$ cat src/design/synth_cfg_regs.vh
`ifndef SYNTH_CFG_REGS_VH
`define SYNTH_CFG_REGS_VH

// ------------------------------------------------------------
// Register indices (byte address = index * 4)
// ------------------------------------------------------------
`define IDX_BLEED_READBACK 8'h2A
`define IDX_MOD_CTRL 8'h2B
`define IDX_CORE_D 8'h2C
`define IDX_CORE_C 8'h2D
`define IDX_CORE_B 8'h2E
`define IDX_FRAC_WORD 8'h10
`define IDX_FRAC_PRIMARY 8'h30
`define IDX_FRAC_SECONDARY 8'h31
`define IDX_RB_DATA 8'h32

// ------------------------------------------------------------
// Reset values
// ------------------------------------------------------------
`define RST_BLEED_READBACK 8'h00
`define RST_MOD_CTRL 8'h01
`define RST_CORE_D 8'h44
`define RST_CORE_C 8'h11
`define RST_CORE_B 8'h10
`define RST_FRAC 8'h00

// ------------------------------------------------------------
// Writable bit masks
// ------------------------------------------------------------
`define WMASK_BLEED_READBACK 8'h29
`define WMASK_MOD_CTRL 8'h35
`define WMASK_CORE_D 8'h7F
`define WMASK_CORE_CB 8'h1F

// ------------------------------------------------------------
// Field positions
// ------------------------------------------------------------
`define BIT_BLEED_POLARITY_SEL 5
`define BIT_LATCH_OPT 3
`define BIT_READ_SEL 0
`define BIT_HALF_STEP 5
`define BIT_AUX_EN 4
`define BIT_RST_MASK 2
`define BIT_BYPASS 0
`define BIT_RECT_D 6
`define BIT_RANGE_D 5
`define NOM_D_HI 4
`define NOM_D_LO 2
`define BIT_TEMP_EN 1
`define BIT_LOOP_OFF 0
`define BIT_RECT_CB 4
`define BIT_RANGE_CB 3
`define NOM_CB_HI 2
`define NOM_CB_LO 0

// ------------------------------------------------------------
// AHB encodings
// ------------------------------------------------------------
`define HTRANS_NONSEQ 2'h2
`define HSIZE_WORD 3'h2
`define HRESP_OKAY 1'h0

`endif

$ cat src/design/synth_modulator_vco_level_cfg.v
// Local design decision: register access over AHB-Lite.
`timescale 1ns/1ps
// Overview of operation
// - Bleed polarity: 0 negative, 1 positive
// - Readback select: VCO data or version ID
// - Half step adds half LSB, aux off
// - Fraction write resets modulator unless masked
// - Bypass bit disables modulator; resets to 1
// - Core D loop off bit, reset 0
// - Core D temperature tuning enable, reset 0
// - Rectifier bias select per core, reset 1
// - Threshold range select per core, reset 0
// - Core D nominal threshold, reset 001
// - Core C nominal threshold, reset 001
// - Core B nominal threshold, reset 000
`include "synth_cfg_regs.vh"

module synth_modulator_vco_level_cfg #(
    parameter VERSION_ID = 8'hA5 // Arbitrary value
) (
    input wire CLK,
    input wire SRST,
    input wire HSEL,
    input wire [31:0] HADDR,
    input wire [1:0] HTRANS,
    input wire HWRITE,
    input wire [2:0] HSIZE,
    input wire [31:0] HWDATA,
    input wire HREADY,
    input wire [7:0] VCO_STATUS_DATA,
    output reg [31:0] HRDATA,
    output reg HREADYOUT,
    output reg HRESP,
    output reg BLEED_POLARITY_SEL,
    output reg RESERVED_LATCH_OPTION,
    output reg READBACK_VERSION_SEL,
    output reg [7:0] READBACK_DATA,
    output reg HALF_STEP_ADD,
    output reg AUX_MODULATOR_ENABLE,
    output reg MODULATOR_RESET_MASK,
    output reg MODULATOR_BYPASS,
    output reg MODULATOR_RESET,
    output reg [7:0] PRIMARY_FRACTION_WORD,
    output reg [7:0] SECONDARY_FRACTION_WORD,
    output reg [8:0] EFFECTIVE_FRACTION_X2,
    output reg AMPLITUDE_LOOP_OFF,
    output reg TEMP_TUNING_VOLTAGE_ENABLE,
    output reg RECTIFIER_BIAS_SEL_CORE_D,
    output reg RECTIFIER_BIAS_SEL_CORE_C,
    output reg RECTIFIER_BIAS_SEL_CORE_B,
    output reg THRESHOLD_RANGE_CORE_D,
    output reg THRESHOLD_RANGE_CORE_C,
    output reg THRESHOLD_RANGE_CORE_B,
    output reg [2:0] NOMINAL_THRESHOLD_CORE_D,
    output reg [2:0] NOMINAL_THRESHOLD_CORE_C,
    output reg [2:0] NOMINAL_THRESHOLD_CORE_B
);

    // ------------------------------------------------------------
    // Storage
    // ------------------------------------------------------------
    reg [7:0] bleed_rb_ff;
    reg [7:0] mod_ctrl_ff;
    reg [7:0] core_d_ff;
    reg [7:0] core_c_ff;
    reg [7:0] core_b_ff;
    reg [7:0] frac_pri_ff;
    reg [7:0] frac_sec_ff;
    reg wr_pend_ff;
    reg [7:0] wr_idx_ff;
    reg [7:0] nxt_rdata;

    wire addr_phase;
    wire [7:0] a_idx;
    wire wr_now;
    wire [7:0] wbyte;

    // ------------------------------------------------------------
    // AHB-Lite slave, zero wait states
    // ------------------------------------------------------------
    // Upper address bits ignored; only word index decoded
    assign addr_phase = HSEL && HREADY && (HTRANS == `HTRANS_NONSEQ);
    assign a_idx = HADDR[9:2];
    assign wr_now = wr_pend_ff;
    assign wbyte = HWDATA[7:0];

    // Read mux: unmapped reads return zero
    always @* begin
        if (a_idx == `IDX_BLEED_READBACK) begin
            nxt_rdata = bleed_rb_ff & `WMASK_BLEED_READBACK;
        end else if (a_idx == `IDX_MOD_CTRL) begin
            nxt_rdata = mod_ctrl_ff & `WMASK_MOD_CTRL;
        end else if (a_idx == `IDX_CORE_D) begin
            nxt_rdata = core_d_ff & `WMASK_CORE_D;
        end else if (a_idx == `IDX_CORE_C) begin
            nxt_rdata = core_c_ff & `WMASK_CORE_CB;
        end else if (a_idx == `IDX_CORE_B) begin
            nxt_rdata = core_b_ff & `WMASK_CORE_CB;
        end else if (a_idx == `IDX_FRAC_PRIMARY) begin
            nxt_rdata = frac_pri_ff;
        end else if (a_idx == `IDX_FRAC_SECONDARY) begin
            nxt_rdata = frac_sec_ff;
        end else if (a_idx == `IDX_RB_DATA) begin
            nxt_rdata = bleed_rb_ff[`BIT_READ_SEL] ? VERSION_ID : VCO_STATUS_DATA;
        end else begin
            nxt_rdata = 8'h00;
        end
    end

    always @(posedge CLK) begin
        if (SRST) begin
            wr_pend_ff <= 1'b0;
            wr_idx_ff <= 8'h00;
            HRDATA <= 32'h00000000;
            HREADYOUT <= 1'b1;
            HRESP <= `HRESP_OKAY;
        end else begin
            wr_pend_ff <= addr_phase && HWRITE;
            wr_idx_ff <= a_idx;
            HREADYOUT <= 1'b1;
            HRESP <= `HRESP_OKAY;
            if (addr_phase && !HWRITE) begin
                HRDATA <= {24'h000000, nxt_rdata};
            end
        end
    end

    // ------------------------------------------------------------
    // Register writes
    // ------------------------------------------------------------
    always @(posedge CLK) begin
        if (SRST) begin
            bleed_rb_ff <= `RST_BLEED_READBACK;
            mod_ctrl_ff <= `RST_MOD_CTRL;
            core_d_ff <= `RST_CORE_D;
            core_c_ff <= `RST_CORE_C;
            core_b_ff <= `RST_CORE_B;
            frac_pri_ff <= `RST_FRAC;
            frac_sec_ff <= `RST_FRAC;
        end else if (wr_now) begin
            // Reserved read-only bits never stored
            if (wr_idx_ff == `IDX_BLEED_READBACK) begin
                bleed_rb_ff <= wbyte & `WMASK_BLEED_READBACK;
            end else if (wr_idx_ff == `IDX_MOD_CTRL) begin
                mod_ctrl_ff <= wbyte & `WMASK_MOD_CTRL;
            end else if (wr_idx_ff == `IDX_CORE_D) begin
                core_d_ff <= wbyte & `WMASK_CORE_D;
            end else if (wr_idx_ff == `IDX_CORE_C) begin
                core_c_ff <= wbyte & `WMASK_CORE_CB;
            end else if (wr_idx_ff == `IDX_CORE_B) begin
                core_b_ff <= wbyte & `WMASK_CORE_CB;
            end else if (wr_idx_ff == `IDX_FRAC_PRIMARY) begin
                frac_pri_ff <= wbyte;
            end else if (wr_idx_ff == `IDX_FRAC_SECONDARY) begin
                frac_sec_ff <= wbyte;
            end
        end
    end

    // ------------------------------------------------------------
    // Control outputs, one cycle behind the register file
    // ------------------------------------------------------------
    always @(posedge CLK) begin
        if (SRST) begin
            BLEED_POLARITY_SEL <= 1'b0;
            RESERVED_LATCH_OPTION <= 1'b0;
            READBACK_VERSION_SEL <= 1'b0;
            READBACK_DATA <= 8'h00;
            HALF_STEP_ADD <= 1'b0;
            AUX_MODULATOR_ENABLE <= 1'b0;
            MODULATOR_RESET_MASK <= 1'b0;
            MODULATOR_BYPASS <= 1'b1;
            MODULATOR_RESET <= 1'b0;
            PRIMARY_FRACTION_WORD <= 8'h00;
            SECONDARY_FRACTION_WORD <= 8'h00;
            EFFECTIVE_FRACTION_X2 <= 9'h000;
            AMPLITUDE_LOOP_OFF <= 1'b0;
            TEMP_TUNING_VOLTAGE_ENABLE <= 1'b0;
            RECTIFIER_BIAS_SEL_CORE_D <= 1'b1;
            RECTIFIER_BIAS_SEL_CORE_C <= 1'b1;
            RECTIFIER_BIAS_SEL_CORE_B <= 1'b1;
            THRESHOLD_RANGE_CORE_D <= 1'b0;
            THRESHOLD_RANGE_CORE_C <= 1'b0;
            THRESHOLD_RANGE_CORE_B <= 1'b0;
            NOMINAL_THRESHOLD_CORE_D <= 3'h1;
            NOMINAL_THRESHOLD_CORE_C <= 3'h1;
            NOMINAL_THRESHOLD_CORE_B <= 3'h0;
        end else begin
            BLEED_POLARITY_SEL <= bleed_rb_ff[`BIT_BLEED_POLARITY_SEL];
            RESERVED_LATCH_OPTION <= bleed_rb_ff[`BIT_LATCH_OPT];
            READBACK_VERSION_SEL <= bleed_rb_ff[`BIT_READ_SEL];
            READBACK_DATA <= bleed_rb_ff[`BIT_READ_SEL] ? VERSION_ID : VCO_STATUS_DATA;
            HALF_STEP_ADD <= mod_ctrl_ff[`BIT_HALF_STEP];
            AUX_MODULATOR_ENABLE <= mod_ctrl_ff[`BIT_AUX_EN];
            MODULATOR_RESET_MASK <= mod_ctrl_ff[`BIT_RST_MASK];
            MODULATOR_BYPASS <= mod_ctrl_ff[`BIT_BYPASS];
            // One-cycle pulse per unmasked fraction word write
            MODULATOR_RESET <= wr_now && (wr_idx_ff == `IDX_FRAC_WORD) &&
                !mod_ctrl_ff[`BIT_RST_MASK];
            PRIMARY_FRACTION_WORD <= frac_pri_ff;
            SECONDARY_FRACTION_WORD <= frac_sec_ff;
            // Doubled so the half LSB is visible; zero while bypassed
            if (mod_ctrl_ff[`BIT_BYPASS]) begin
                EFFECTIVE_FRACTION_X2 <= 9'h000;
            end else begin
                EFFECTIVE_FRACTION_X2 <= {frac_pri_ff, mod_ctrl_ff[`BIT_HALF_STEP] &&
                    !mod_ctrl_ff[`BIT_AUX_EN]};
            end
            AMPLITUDE_LOOP_OFF <= core_d_ff[`BIT_LOOP_OFF];
            TEMP_TUNING_VOLTAGE_ENABLE <= core_d_ff[`BIT_TEMP_EN];
            RECTIFIER_BIAS_SEL_CORE_D <= core_d_ff[`BIT_RECT_D];
            RECTIFIER_BIAS_SEL_CORE_C <= core_c_ff[`BIT_RECT_CB];
            RECTIFIER_BIAS_SEL_CORE_B <= core_b_ff[`BIT_RECT_CB];
            THRESHOLD_RANGE_CORE_D <= core_d_ff[`BIT_RANGE_D];
            THRESHOLD_RANGE_CORE_C <= core_c_ff[`BIT_RANGE_CB];
            THRESHOLD_RANGE_CORE_B <= core_b_ff[`BIT_RANGE_CB];
            NOMINAL_THRESHOLD_CORE_D <= core_d_ff[`NOM_D_HI:`NOM_D_LO];
            NOMINAL_THRESHOLD_CORE_C <= core_c_ff[`NOM_CB_HI:`NOM_CB_LO];
            NOMINAL_THRESHOLD_CORE_B <= core_b_ff[`NOM_CB_HI:`NOM_CB_LO];
        end
    end

endmodule // synth_modulator_vco_level_cfg

$ cat config.mk
export PLATFORM = sky130hd
export DESIGN_NAME = synth_modulator_vco_level_cfg
export DESIGN_NICKNAME = d
export VERILOG_FILES = /design/src/design/synth_modulator_vco_level_cfg.v
export VERILOG_INCLUDE_DIRS = /design/src /design/src/design
export SDC_FILE = /design/constraint.sdc
export NUM_CORES = 1
export LEC_CHECK = 0
export BUFFER_PORTS_ARGS = -buffer_cell sky130_fd_sc_hd__buf_2
export CORE_ASPECT_RATIO = 1.2
export CORE_UTILIZATION = 35
export DETAILED_ROUTE_END_ITERATION = 6
export GPL_TIMING_DRIVEN = 0
export PLACE_DENSITY = 0.62
export SLEW_MARGIN = 10
export SYNTH_ARGS = -nofsm -noshare
export SYNTH_HDL_FRONTEND = slang
export SYNTH_SLANG_ARGS = --single-unit
$ cat constraint.sdc
create_clock -name CLK -period 3.7 [get_ports CLK]
set_input_delay 0.185 -clock CLK [delete_from_list [all_inputs] [get_ports CLK]]
set_output_delay 0.185 -clock CLK [all_outputs]
set_load 0.01 [all_outputs]
==> flow_summary.yaml <==
cts:
  htreeDepth: 4
  ctsLongestPathBuffers: 2
  root_buffer: "clkbuf_16"
  clkLatencyLatePin_ps: 410
  ctsResizeCount: 0
  cts_sinks: 115
  clk_pin_slew_ps: 50
  numCtsBuffers: 17
  cts_tree: "built"
setup_path:
  r2r_start: "wr_idx_ff[1]"
  cp_max_fo: 8
  r2r_cells: 5
  endpoint_kind: "register"
  timing.rr.end: "frac_sec_ff[1]"
  path_class: "reg -> reg"
  critPathRequiredTime_ps: 3980
  worstSetupStartpointType: "register"
  critPathArrivalTime_ps: 2040
  r2r_slack_ps: 1940
routing:
  num_vias: 3557
  drt_wl_total_um: 11660
  final_antenna_net_count: 0
  post_drt_wl_per_cell_um: 15.34
  drc_errors: 0
  via_per_inst: 4.680
  drt_first_pass_iters: 5
  first_iter_violations: 302
global_route:
  antenna_found_initial: 0
  first_global_vias: 3502
  grt_overflow: 0
  grt_start_max_net_pins: 17
  grt_pass1_wl_um: 18260
  grt_use_total_pct: 18.47
die:
  ios: 174
  start_util_pct: 36.15
  core_um2: 12220
  die_height_um: 125.1
  die-area_um2: 13080
  die_w_um: 104.6
  rows: 44
placement:
  place_hpwl_um: 8481
  portBuffers: 94
  gp_congestion: 0.9130
  place_ws_ps: 1736
  placed_cell_area_um2: 5180
run:
  maxCapViolations: 0
sta:
  skew_ps: 5.929
  final.period_utilization_pct: 47.57
  worst_pin_slew_ps: 634.2
  rsz0062_at_grt: "false"
  final.min_clock_period_ps: 1760
  setup_slack_ps: 1940
  fin_setup_tns_ps: 0
  max_slew_margin_pct: 57.72
  max_freq_ghz: 0.5682
  setup_violations: 0
  slew_viol_final: 0
  finalHoldViolCount: 0
synth:
  synth_top_area_cell: "dfxtp_1"
  synthArstFlopShare_pct: 0
  yosysWarnings: 0
  syn-cell-area_um2: 4418
  synth-seq-area-share_pct: 52.11
  synth-seq-cells: 115
  synthTopCellsByArea: "dfxtp_1, mux2i_1, nor2b_1"
  ys.flop_type: "dfxtp_1"
  syn_inst: 447
  synth_top_area_share_pct: 52.11
  yosys.cell_count.top_type: "dfxtp_1"
  synth_edf_count: 0
  avgSynthCellArea_um2: 9.884
  ys_top_cells_by_count: "dfxtp_1, nor2_1, nor2b_1"
  ys_types: 51
pwr:
  p_leak_nw: 2.637
  power_w: 0.003205
  vdd_drop_max_v: 0.0003136
  pwr_density_cell_nw_per_um2: 547.9
cells_and_area:
  nets: 668
  fill_cells: 1184
  diodes: 0
  drive_gt1_share_pct: 28.55
  final_cell_area_um2: 5849
  syn_to_final_growth_pct: 32.40
min_path:
  hold_depth: 3
  worstHoldEndpoint: "READBACK_DATA[7]"
  hp-start: "VCO_STATUS_DATA[7]"
  hold_class: "in -> reg"
status:
  status: "finished clean"
## what timing repair did
action                    4_1_cts  5_1_grt
hold endpoints to repair        2        0
hold buffers                    2        0
buffers inserted                0        0
## metrics by stage
step / utilization, % / std cells / hold slack [ps]
5_1_grt: 47.86 / 760 / 34.01
3_3_place_gp: 42.38 / 726 / 420.7
4_1_cts: 47.86 / 760 / 23.14
3_5_place_dp: 42.38 / 726 / 420.9
2_1_floorplan: - / 471 / 300.8
6_report: 47.86 / 760 / 25.70
## logic make-up after synthesis
group,share of synthesized area (%)
AOI/OAI and AO/OA,7.675
and+or+nand+nor,21.64
other,0.1700
muxes,10.51
buffers and inverters,7.901
DFF,52.11
## layer usage
metal / part of all wire, % / wire, um / vias to the layer above / track usage, %
li1: - / - / 1744 / -
met1: 41 / 4780 / 1612 / 21.57
met2: 48 / 5620 / 169 / 30.70
met3: 7.9 / 923 / 32 / 5.579
met4: 2.9 / 334 / 0 / 8.992
met5: 0 / 0 / - / 0
## worst max-delay path by stage
stage            startpoint             end  slack [ps]  cells past startpoint
2_1_floorplan  wr_idx_ff[6]    core_c_ff[0]        2210                      6
3_3_place_gp           SRST    core_d_ff[6]        1780                      5
3_5_place_dp           SRST    core_d_ff[6]        1740                      5
4_1_cts        wr_idx_ff[1]  frac_sec_ff[1]        1980                      5
5_1_grt        wr_idx_ff[1]  frac_sec_ff[0]        1790                      5
6_report       wr_idx_ff[1]  frac_sec_ff[1]        1940                      5
## critical path, stage by stage (launching register included)
cell and delay [ps]:
dfxtp_1 360, nor4_1 500, and4_1 270, buf_4 210
mux2i_1 230, nor2_1 70
## final cells by class
cell class | count | area [um2] | share of cell area (%)
Sequential cell | 115 | 2302 | 39.36
Multi-Input combinational cell | 297 | 1857 | 31.74
Timing Repair Buffer | 96 | 490.5 | 8.385
Clock buffer | 22 | 444.2 | 7.594
Buffer | 52 | 322.8 | 5.519
Clock inverter | 10 | 205.2 | 3.508
Tap cell | 161 | 201.4 | 3.444
Inverter | 7 | 26.28 | 0.4492
## sequential cells by signal, summed over array words and instances, names as in the netlist, 3 cells and up
signal,cells
NOMINAL_THRESHOLD_CORE_B,3
bleed_rb_ff,3
core_c_ff,5
NOMINAL_THRESHOLD_CORE_C,3
frac_sec_ff,8
PRIMARY_FRACTION_WORD,8
EFFECTIVE_FRACTION_X2,9
NOMINAL_THRESHOLD_CORE_D,3
wr_idx_ff,8
core_d_ff,7
READBACK_DATA,8
frac_pri_ff,8
SECONDARY_FRACTION_WORD,8
HRDATA,8
core_b_ff,5
mod_ctrl_ff,4
## power by group
| part | switching [W] | leakage, nW | total, W | internal, W |
|---|---|---|---|---|
| Combinational | 0.0000919 | 1.40 | 0.000152 | 0.0000599 |
| Sequential | 0.00000541 | 0.931 | 0.00126 | 0.00125 |
| Clock | 0.000540 | 0.308 | 0.00180 | 0.00126 |
## placed cells by master (no fill, tap or decap), types with 7 or more instances in the layout
cell and n:
mux2i_1 43, clkbuf_16 17, dfxtp_1 115, nor2_1 58, buf_2 103, clkbuf_1 16, nor2b_1 45, buf_4 27
o21ai_0 9, a21oi_1 14, and2_1 8, conb_1 26, inv_1 7, nand2_1 16
Note: power is estimated with default switching activity, not from simulation.
